===== src/rtl/modbus_fn_pkg.sv =====
// shared constants, types and crc helper for the modbus function handler
package modbus_fn_pkg;

	// function codes, exception codes and special addresses
	localparam logic [7:0]  FN_READ         = 8'h03;
	localparam logic [7:0]  FN_WRITE_ONE    = 8'h06;
	localparam logic [7:0]  FN_DIAG         = 8'h08;
	localparam logic [7:0]  FN_WRITE_MULTI  = 8'h10;
	localparam logic [7:0]  FN_ACCESS_LOG   = 8'h46;
	localparam logic [7:0]  EXC_FLAG        = 8'h80;
	localparam logic [7:0]  EXC_ILL_FUNC    = 8'h01;
	localparam logic [7:0]  EXC_ILL_ADDR    = 8'h02;
	localparam logic [7:0]  EXC_ILL_DATA    = 8'h03;
	localparam logic [7:0]  BCAST_ADDR      = 8'h00;
	localparam logic [15:0] DIAG_SUB_ECHO   = 16'h0000;

	// write-multiple field limits
	localparam logic [15:0] MAX_WRITE_REGS  = 16'h007d;
	localparam logic [7:0]  BYTE_CNT_MIN    = 8'h02;
	localparam logic [7:0]  BYTE_CNT_MAX    = 8'hfa;
	localparam int          HOLD_REG_BASE   = 40001;

	// byte positions inside a received frame
	localparam int          POS_SLAVE       = 0;
	localparam int          POS_FUNC        = 1;
	localparam int          POS_F1_HI       = 2;
	localparam int          POS_F1_LO       = 3;
	localparam int          POS_F2_HI       = 4;
	localparam int          POS_F2_LO       = 5;
	localparam int          POS_BYTE_CNT    = 6;
	localparam int          POS_DATA        = 7;

	// frame lengths including the two crc bytes, response lengths without them
	localparam logic [8:0]  MIN_FRAME_LEN   = 9'h004;
	localparam logic [8:0]  DIAG_FRAME_LEN  = 9'h008;
	localparam logic [8:0]  LOG_FRAME_LEN   = 9'h004;
	localparam logic [8:0]  WRM_HDR_LEN     = 9'h009;
	localparam logic [3:0]  RESP_LEN_FULL   = 4'h6;
	localparam logic [3:0]  RESP_LEN_EXC    = 4'h3;

	// crc-16 as used on rtu links, reflected polynomial
	localparam logic [15:0] CRC_INIT        = 16'hffff;
	localparam logic [15:0] CRC_POLY        = 16'ha001;
	localparam logic [15:0] CRC_RESIDUE     = 16'h0000;

	typedef struct packed {
		logic       valid;
		logic [7:0] data;
	} byte_strm_t;

	typedef struct packed {
		logic        valid;
		logic [15:0] addr;
		logic [15:0] data;
	} reg_wr_t;

	typedef struct packed {
		logic        valid;
		logic [15:0] start;
		logic [15:0] count;
	} log_rec_t;

	// fold one byte into the running crc
	function automatic logic [15:0] crc16_step(input logic [15:0] crc, input logic [7:0] b);
		logic [15:0] c;
		c = crc ^ {8'h00, b};
		for (int i = 0; i < 8; i++) begin
			c = c[0] ? ((c >> 1) ^ CRC_POLY) : (c >> 1);
		end
		return c;
	endfunction

endpackage


===== src/rtl/modbus_fn_handler.sv =====
// modbus rtu slave handler for diagnostic echo, write-multiple and access log
// How it works
// - diagnostic subfunction zero echoes any two-byte data value
// - diagnostic and write-multiple responses repeat the first six bytes and crc
// - broadcast queries are carried out but never answered
// - write-multiple field order: addr, func, start, count, bytes, data, crc
// - write-multiple to address zero is a broadcast write without reply
// - transmitted start address is holding register number minus 40001
// - at most 125 registers per write-multiple query
// - byte count equals twice register count, within 2 to 250
// - write words high byte first, ascending register order
// - access-log function reports on the last read or write-multiple query
// - log holds start address and count of successfully accessed registers
// - any other previous function leaves zero address and zero count
// - illegal function, address or data gives exception reply func plus 80
// - parity, crc, overrun, framing or busy errors get no reply
// - frames shorter than four bytes are frame errors
module modbus_fn_handler
	import modbus_fn_pkg::*;
#(
	parameter int BUF_DEPTH = 260
) (
	input  wire logic       sys_clk_i,    // system clock
	input  wire logic       resetn_i,     // async reset, active low
	input  wire logic [7:0] slave_addr_i, // own station address
	input  wire byte_strm_t rx_i,         // received byte strobe
	input  wire logic       rx_err_i,     // parity, framing or overrun pulse
	input  wire logic       frame_end_i,  // end-of-frame silence pulse
	input  wire log_rec_t   rd_log_i,     // successful read report
	output reg_wr_t         wr_o,         // holding register write strobe
	input  wire logic       wr_ok_i,      // register accepted the write
	output byte_strm_t      tx_o,         // response byte stream
	input  wire logic       tx_ready_i,   // transmitter takes the byte
	output logic            tx_last_o,    // current byte ends the response
	output logic            busy_o        // query being processed
);

	typedef enum {S_RX, S_CHECK, S_WRITE, S_TX} state_t;

	localparam int IDXW = $clog2(BUF_DEPTH + 1);

	logic [7:0]        buf_q [BUF_DEPTH];
	state_t            state_q, state_d;
	logic [IDXW-1:0]   len_q, len_d;
	logic [15:0]       crc_q, crc_d;
	logic              bad_q, bad_d;
	logic              bcast_q, bcast_d;
	logic [6:0]        widx_q, widx_d;
	logic [15:0]       ok_cnt_q, ok_cnt_d;
	logic [15:0]       ok_start_q, ok_start_d;
	logic [15:0]       log_start_q, log_start_d;
	logic [15:0]       log_cnt_q, log_cnt_d;
	logic [5:0][7:0]   resp_q, resp_d;
	logic [3:0]        resp_len_q, resp_len_d;
	logic [3:0]        tx_idx_q, tx_idx_d;
	logic [7:0]        tx_byte_q, tx_byte_d;
	logic [15:0]       tx_crc_q, tx_crc_d;
	reg_wr_t           wr_q, wr_d;

	// decoded query fields
	logic [7:0]  q_slave, q_func, q_bc;
	logic [15:0] q_f1, q_f2, q_crc_next;
	logic [8:0]  q_len;
	logic [IDXW-1:0] d_pos;

	assign q_slave = buf_q[POS_SLAVE];
	assign q_func  = buf_q[POS_FUNC];
	assign q_f1    = {buf_q[POS_F1_HI], buf_q[POS_F1_LO]};
	assign q_f2    = {buf_q[POS_F2_HI], buf_q[POS_F2_LO]};
	assign q_bc    = buf_q[POS_BYTE_CNT];
	assign q_len   = 9'(len_q);
	assign d_pos   = IDXW'(POS_DATA) + IDXW'({widx_q, 1'b0});

	// frame store, written only while receiving
	always_ff @(posedge sys_clk_i) begin
		if (state_q == S_RX && rx_i.valid && len_q < IDXW'(BUF_DEPTH)) begin
			buf_q[len_q] <= rx_i.data;
		end
	end

	// next-state logic for the whole handler
	always_comb begin
		state_d     = state_q;
		len_d       = len_q;
		crc_d       = crc_q;
		bad_d       = bad_q;
		bcast_d     = bcast_q;
		widx_d      = widx_q;
		ok_cnt_d    = ok_cnt_q;
		ok_start_d  = ok_start_q;
		log_start_d = log_start_q;
		log_cnt_d   = log_cnt_q;
		resp_d      = resp_q;
		resp_len_d  = resp_len_q;
		tx_idx_d    = tx_idx_q;
		tx_byte_d   = tx_byte_q;
		tx_crc_d    = tx_crc_q;
		q_crc_next  = tx_crc_q;
		wr_d        = '0;

		// a successful read elsewhere overwrites the log
		if (rd_log_i.valid) begin
			log_start_d = rd_log_i.start;
			log_cnt_d   = rd_log_i.count;
		end

		unique case (state_q)
			S_RX: begin
				if (rx_i.valid) begin
					crc_d = crc16_step(crc_q, rx_i.data);
					if (len_q == IDXW'(BUF_DEPTH)) bad_d = 1'b1;
					else len_d = len_q + 1'b1;
				end
				if (rx_err_i) bad_d = 1'b1;
				if (frame_end_i) begin
					// short, corrupt or errored frames vanish without reply
					if (!bad_q && !rx_err_i && q_len >= MIN_FRAME_LEN && crc_q == CRC_RESIDUE) begin
						state_d = S_CHECK; // length stays for the field checks
					end else begin
						len_d = '0;
					end
					crc_d = CRC_INIT;
					bad_d = 1'b0;
				end
			end

			S_CHECK: begin
				bcast_d    = (q_slave == BCAST_ADDR);
				resp_d     = {q_f2[7:0], q_f2[15:8], q_f1[7:0], q_f1[15:8], q_func, q_slave};
				resp_len_d = RESP_LEN_FULL;
				state_d    = S_TX;
				if (q_slave != slave_addr_i && q_slave != BCAST_ADDR) begin
					state_d = S_RX;
				end else begin
					unique case (q_func)
						FN_DIAG: begin
							log_start_d = '0;
							log_cnt_d   = '0;
							if (q_slave == BCAST_ADDR) begin
								state_d = S_RX;
							end else if (q_f1 != DIAG_SUB_ECHO) begin
								resp_d[1]  = q_func | EXC_FLAG;
								resp_d[2]  = EXC_ILL_FUNC;
								resp_len_d = RESP_LEN_EXC;
							end else if (q_len != DIAG_FRAME_LEN) begin
								resp_d[1]  = q_func | EXC_FLAG;
								resp_d[2]  = EXC_ILL_DATA;
								resp_len_d = RESP_LEN_EXC;
							end
						end
						FN_WRITE_MULTI: begin
							// count, byte count and frame length must all agree
							if (q_f2 == '0 || q_f2 > MAX_WRITE_REGS
								|| q_bc < BYTE_CNT_MIN || q_bc > BYTE_CNT_MAX
								|| {q_f2[7:0], 1'b0} != {1'b0, q_bc}
								|| q_len != WRM_HDR_LEN + {1'b0, q_bc}) begin
								log_start_d = '0;
								log_cnt_d   = '0;
								resp_d[1]   = q_func | EXC_FLAG;
								resp_d[2]   = EXC_ILL_DATA;
								resp_len_d  = RESP_LEN_EXC;
							end else begin
								state_d    = S_WRITE;
								widx_d     = '0;
								ok_cnt_d   = '0;
								ok_start_d = '0;
							end
						end
						FN_ACCESS_LOG: begin
							if (q_slave == BCAST_ADDR || q_len != LOG_FRAME_LEN) begin
								state_d = S_RX;
							end else begin
								resp_d[5:2] = {log_cnt_q[7:0], log_cnt_q[15:8],
								               log_start_q[7:0], log_start_q[15:8]};
							end
							log_start_d = '0;
							log_cnt_d   = '0;
						end
						FN_READ: state_d = S_RX; // read path reports through rd_log_i
						FN_WRITE_ONE: begin
							state_d     = S_RX;
							log_start_d = '0;
							log_cnt_d   = '0;
						end
						default: begin
							log_start_d = '0;
							log_cnt_d   = '0;
							resp_d[1]   = q_func | EXC_FLAG;
							resp_d[2]   = EXC_ILL_FUNC;
							resp_len_d  = RESP_LEN_EXC;
						end
					endcase
				end
				// broadcasts never answer, even with an exception
				if (q_slave == BCAST_ADDR && state_d == S_TX) state_d = S_RX;
			end

			S_WRITE: begin
				// one register every second cycle, start address upward
				wr_d.valid = 1'b1;
				wr_d.addr  = q_f1 + 16'(widx_q);
				wr_d.data  = {buf_q[d_pos], buf_q[d_pos + 1'b1]};
				if (wr_q.valid) begin
					wr_d.valid = 1'b0;
					if (wr_ok_i) begin
						ok_cnt_d = ok_cnt_q + 1'b1;
						if (ok_cnt_q == '0) ok_start_d = wr_q.addr;
					end
					widx_d = widx_q + 1'b1;
					if (16'(widx_q) + 16'h0001 == q_f2) begin
						log_start_d = wr_ok_i && ok_cnt_q == '0 ? wr_q.addr : ok_start_q;
						log_cnt_d   = ok_cnt_d;
						state_d     = bcast_q ? S_RX : S_TX;
						if (ok_cnt_d == '0) begin
							resp_d[1]  = q_func | EXC_FLAG;
							resp_d[2]  = EXC_ILL_ADDR;
							resp_len_d = RESP_LEN_EXC;
						end
					end
				end
			end

			S_TX: begin
				if (tx_ready_i) begin
					tx_idx_d = tx_idx_q + 1'b1;
					if (tx_idx_q < resp_len_q) begin
						q_crc_next = crc16_step(tx_crc_q, tx_byte_q);
						tx_crc_d   = q_crc_next;
					end
					if (tx_idx_q + 1'b1 < resp_len_q) tx_byte_d = resp_q[3'(tx_idx_q + 1'b1)];
					else if (tx_idx_q + 1'b1 == resp_len_q) tx_byte_d = q_crc_next[7:0];
					else tx_byte_d = tx_crc_q[15:8];
					if (tx_last_o) state_d = S_RX;
				end
			end
		endcase

		// prime the transmitter on entry
		if (state_q != S_TX && state_d == S_TX) begin
			tx_idx_d  = '0;
			tx_crc_d  = CRC_INIT;
			tx_byte_d = resp_d[0];
		end
		// back to idle clears the frame length; bytes arriving while busy spoil that frame
		if (state_q != S_RX) begin
			if (state_d == S_RX) len_d = '0;
			if (rx_i.valid || rx_err_i) bad_d = 1'b1;
			else if (frame_end_i) bad_d = 1'b0;
		end
	end

	// register all handler state except the frame store, which is written in its own block
	always_ff @(posedge sys_clk_i or negedge resetn_i) begin
		if (!resetn_i) begin
			state_q     <= S_RX;
			len_q       <= '0;
			crc_q       <= CRC_INIT;
			bad_q       <= 1'b0;
			bcast_q     <= 1'b0;
			widx_q      <= '0;
			ok_cnt_q    <= '0;
			ok_start_q  <= '0;
			log_start_q <= '0;
			log_cnt_q   <= '0;
			resp_q      <= '0;
			resp_len_q  <= '0;
			tx_idx_q    <= '0;
			tx_byte_q   <= '0;
			tx_crc_q    <= CRC_INIT;
			wr_q        <= '0;
		end else begin
			state_q     <= state_d;
			len_q       <= len_d;
			crc_q       <= crc_d;
			bad_q       <= bad_d;
			bcast_q     <= bcast_d;
			widx_q      <= widx_d;
			ok_cnt_q    <= ok_cnt_d;
			ok_start_q  <= ok_start_d;
			log_start_q <= log_start_d;
			log_cnt_q   <= log_cnt_d;
			resp_q      <= resp_d;
			resp_len_q  <= resp_len_d;
			tx_idx_q    <= tx_idx_d;
			tx_byte_q   <= tx_byte_d;
			tx_crc_q    <= tx_crc_d;
			wr_q        <= wr_d;
		end
	end

	// outputs
	assign wr_o       = wr_q;
	assign tx_o.valid = (state_q == S_TX);
	assign tx_o.data  = tx_byte_q;
	assign tx_last_o  = (state_q == S_TX) && (tx_idx_q == resp_len_q + 1'b1);
	assign busy_o     = (state_q != S_RX);
endmodule


===== config.mk =====
export PLATFORM = sky130hd
export DESIGN_NAME = modbus_fn_handler
export DESIGN_NICKNAME = d
export VERILOG_FILES = /design/src/rtl/modbus_fn_pkg.sv /design/src/rtl/modbus_fn_handler.sv
export SDC_FILE = /design/constraint.sdc
export NUM_CORES = 2
export LEC_CHECK = 0
export BUFFER_PORTS_ARGS = -buffer_cell sky130_fd_sc_hd__buf_2
export CAP_MARGIN = 30
export CORE_ASPECT_RATIO = 1.75
export CORE_MARGIN = 3
export CORE_UTILIZATION = 55
export DETAILED_ROUTE_END_ITERATION = 12
export GPL_TIMING_DRIVEN = 0
export MAX_ROUTING_LAYER = met4
export PLACE_DENSITY = 0.7
export SYNTH_ARGS = -nofsm -noshare
export SYNTH_HDL_FRONTEND = slang
export SYNTH_SLANG_ARGS = --single-unit

===== constraint.sdc =====
create_clock -name sys_clk_i -period 4.8 [get_ports sys_clk_i]
set_clock_uncertainty 0.15 [all_clocks]
set_input_delay 0.96 -clock sys_clk_i [delete_from_list [all_inputs] [get_ports sys_clk_i]]
set_output_delay 0.96 -clock sys_clk_i [all_outputs]
set_load 0.005 [all_outputs]

==> flow_summary.rst <==
.. list-table::
   :header-rows: 1

   * - Metric
     - Value
   * - Outcome
     - finished with violations
   * - Failing checks
     - setup timing
   * - Setup violations, final
     - between 200 and 250
   * - Pwr Total
     - 41,300 uW
   * - Total number of H-tree levels
     - 4
   * - Fraction of layout instances using a drive strength above 1
     - 0.305
   * - Yosys warns
     - 0
   * - Fmax
     - 201 MHz
   * - Drt pass-1 iters
     - 6
   * - Hold Crit Class
     - in2reg
   * - CTS clk-pin slew, worst paths
     - approximately 0.070 ns
   * - Synthesis-to-finish area growth
     - 14.1%
   * - Final cell count without fillers
     - 7,586
   * - Effective utilization at floorplan
     - 0.553
   * - Max-slew violation count
     - 0
   * - I/O pin count
     - 100
   * - Worst Setup Path Type
     - reg2reg
   * - Final routed DRC violation total
     - 0
   * - Transition time at the pin with the least slew margin
     - between 1 and 1.5 ns
   * - Sinks on the clock net
     - approximately 2.4k
   * - Post-synthesis cell count
     - 4,767
   * - Total die area
     - 0.178 sq mm
   * - First-pass GRT wire length
     - 375 mm
   * - Tmin final
     - ~5.0 ns
   * - CTS tree
     - yes
   * - Leakage power figure
     - 0.0359 uW
   * - Category of the worst setup path launch point
     - register
   * - Post-Synthesis Mean Instance Area
     - between 15 and 20 sq um
   * - Overflow after GRT
     - 0
   * - Period utilization
     - 1.04
   * - Wire per inst
     - about 35 um
   * - Half-perimeter wire length of the detailed placement result
     - between 150 and 200 mm
   * - Slew headroom
     - 0.186
   * - Hold_ws
     - 0.303 ns
   * - Rows
     - ~200
   * - Setup TNS
     - -21.10 ns
   * - Setup slack of the worst register-to-register path
     - -0.17 ns
   * - Unrepaired setup endpoints after global routing
     - yes
   * - Number of flip-flops and latches in the synthesized netlist
     - about 2.4k
   * - Number of library cell types mapped by synthesis
     - between 70 and 80
   * - Maximum buffer depth of the clock tree
     - 4
   * - Global Route Usage Sum
     - 0.310
   * - Routability-driven placement congestion ratio
     - between 0.9 and 1
   * - Post-synth EDFFs
     - about 2.1k
   * - Area of the core
     - about 0.17 sq mm
   * - Least setup slack across all paths after layout
     - -0.168 ns
   * - Die Y-Extent
     - 555 um
   * - Data required time at the worst endpoint
     - slightly above 5 ns
   * - PD cells
     - 381 mW/mm^2
   * - Largest fanout of any net on the critical path
     - 10
   * - Post-layout net count
     - ~5.3k
   * - Fraction of synthesis flops using an asynchronous set or reset pin
     - 0.103
   * - Cell Count Post-Placement
     - 7,184
   * - Final-report hold violation count
     - 0
   * - Drt via density
     - ~6.5
   * - Critical path arrival
     - between 5 and 6 ns
   * - Count of antenna-violating nets left after detailed routing
     - 0
   * - Pin count of the biggest net entering global routing
     - 162
   * - Via count of the first global-routing pass
     - between 50k and 60k
   * - Worst IR drop on VDD
     - between 0.0003 and 0.0004 V
   * - Area after DPL
     - around 0.099 sq mm
   * - Critical Path Sink Type
     - register
   * - Die span in x
     - between 300 and 400 um
   * - Quantity of I/O buffers inserted on ports
     - 98
   * - Detailed-route via count
     - just under 50k
   * - DRT iter0 DRCs
     - between 5k and 6k
   * - Clock latency reported for the late side of the worst-skew pair
     - 0.84 ns
   * - Routed WL
     - around 260 mm
   * - Initial antenna violation count
     - 7
   * - Number of fill cells
     - 11.6k
   * - Post-synthesis cell area
     - 0.0949 sq mm
   * - Sequential cell area fraction in the yosys report
     - 0.733
   * - Library cell used as clock root buffer
     - clkbuf_16
   * - Maximum capacitance violations
     - 0
   * - Clock buffer count from CTS
     - approximately 200
   * - Final Cell Area
     - 0.108 sq mm
   * - Top_reg_cell synth
     - edfxtp_1
Yosys cell counts, drive strengths merged (8+ instances only):
library cell	n	area share
nor2	345	0.014
o21a	15	0.0012
buf	105	0.0056
nand4	16	0.0011
nand2	209	0.0083
edfxtp	2112	0.67
inv	27	0.0011
o22a	25	0.0023
clkbuf	180	0.0071
xor2	47	0.0044
nor2b	44	0.0029
dfrtp	210	0.055
a31oi	21	0.0015
nor3	24	0.0014
a21o	10	0.00079
o211ai	13	0.0010
a211oi	30	0.0024
ha	24	0.0032
nor4	33	0.0022
a22o	18	0.0017
o31ai	11	0.00087
a221oi	8	0.00074
and2	10	0.00066
mux2	43	0.0051
or3	8	0.00053
xnor2	70	0.0066
and3	19	0.0013
o21ai	117	0.0063
nand3	56	0.0030
a21oi	48	0.0025
mux2i	80	0.0084
dfstp	32	0.0089
mux4	688	0.16
placed cells by master, fill, tap and decap left out, drive strengths merged, types with 25 or more instances in the layout:
master,instances
edfxtp,2112
mux4,688
clkbuf,410
nor2,345
buf,293
dfrtp,210
nand2,209
o21ai,117
mux2i,80
clkinv,80
xnor2,70
nand3,56
a21oi,48
xor2,47
nor2b,44
mux2,43
inv,34
nor4,33
conb,32
dfstp,32
a211oi,30
bufinv,26
o22a,25
critical path, cell delays in order, from the launching register on:
cell	delay [ns]
dfrtp_1	0.38
nor4_1	0.38
nand4_1	0.18
or2_2	0.32
clkbuf_1	0.36
nor3_4	0.34
nand2_1	0.14
buf_2	0.29
nor4_1	0.22
buf_2	0.26
nand2_1	0.37
clkbuf_1	0.44
nor2_1	0.74
final timing paths:
kind                         startpoint       endpoint  depth (start not counted)
setup reg to reg            state_q[13]  buf_q[136][3]                         12
hold / removal             rd_log_i[10]  log_cnt_q[10]                          4
hold reg to reg              resp_q[35]     resp_q[35]                          2
setup / recovery            state_q[13]  buf_q[136][3]                         12
max in group asynchronous      resetn_i  resp_len_q[0]                          4
min in group asynchronous      resetn_i     state_q[2]                          2
cell type report:
| class | instances | area [sq um] | area share |
|---|---|---|---|
| Sequential cell | 2354 | 69500 | 0.642 |
| Multi-Input combinational cell | 2133 | 25500 | 0.236 |
| Clock buffer | 238 | 5290 | 0.0489 |
| Tap cell | 2233 | 2790 | 0.0258 |
| Buffer | 285 | 1880 | 0.0173 |
| Timing Repair Buffer | 182 | 1840 | 0.0170 |
| Clock inverter | 127 | 1340 | 0.0123 |
| Inverter | 27 | 101 | 0.000936 |
| Antenna cell | 7 | 17.5 | 0.000162 |
registers in the layout, indices dropped and copies added (netlist names), 32 cells and up:
register,count
buf_q,2112
resp_q,48
state_q,32
wr_o,33
through the flow:
step,utilization,worst slack [ns]
after floorplan,-,0.000832
after global placement,0.573,-2.89
after detailed placement,0.579,-2.86
after CTS,0.628,-0.228
after global routing,0.631,-0.320
final,0.631,-0.168
metal layers:
metal / routed length (um) / vias up / GRT usage
met5: 0 / - / -
met4: 21800 / 0 / 0.208
met3: 16300 / 702 / 0.0373
met2: 142000 / 2358 / 0.536
met1: 84800 / 26165 / 0.337
li1: - / 20226 / -
where the power goes:
part / leakage [uW] / switching [uW] / internal [uW] / total [uW]
sequential: 0.0221 / 118 / 22500 / 22600
clock: 0.00323 / 7390 / 9300 / 16700
combinational: 0.0107 / 1270 / 728 / 2000
total: 0.0359 / 8780 / 32500 / 41300
cell families (layout without fill, tap and decap cells):
group | Yosys count | after routing | synth area share
adders and majority gates | 25 | 25 | 0.00338
DFF | 2354 | 2354 | 0.733
and+or+nand+nor | 803 | 803 | 0.0380
buffers and inverters | 312 | 859 | 0.0138
AOI/OAI and AO/OA | 342 | 343 | 0.0239
xor gates and xnor gates | 119 | 119 | 0.0115
muxes | 811 | 811 | 0.177
other | 1 | 39 | 0.0000395
repair_timing:
action,in CTS,in global routing
resized for setup,435,113
endpoints found under the setup margin,2085,1272
buffers inserted,11,7
gates cloned,2,3
hold buffers,1,0
hold endpoints to repair,30,0
pin swaps,4,4
(Power assumes the default switching activity.)
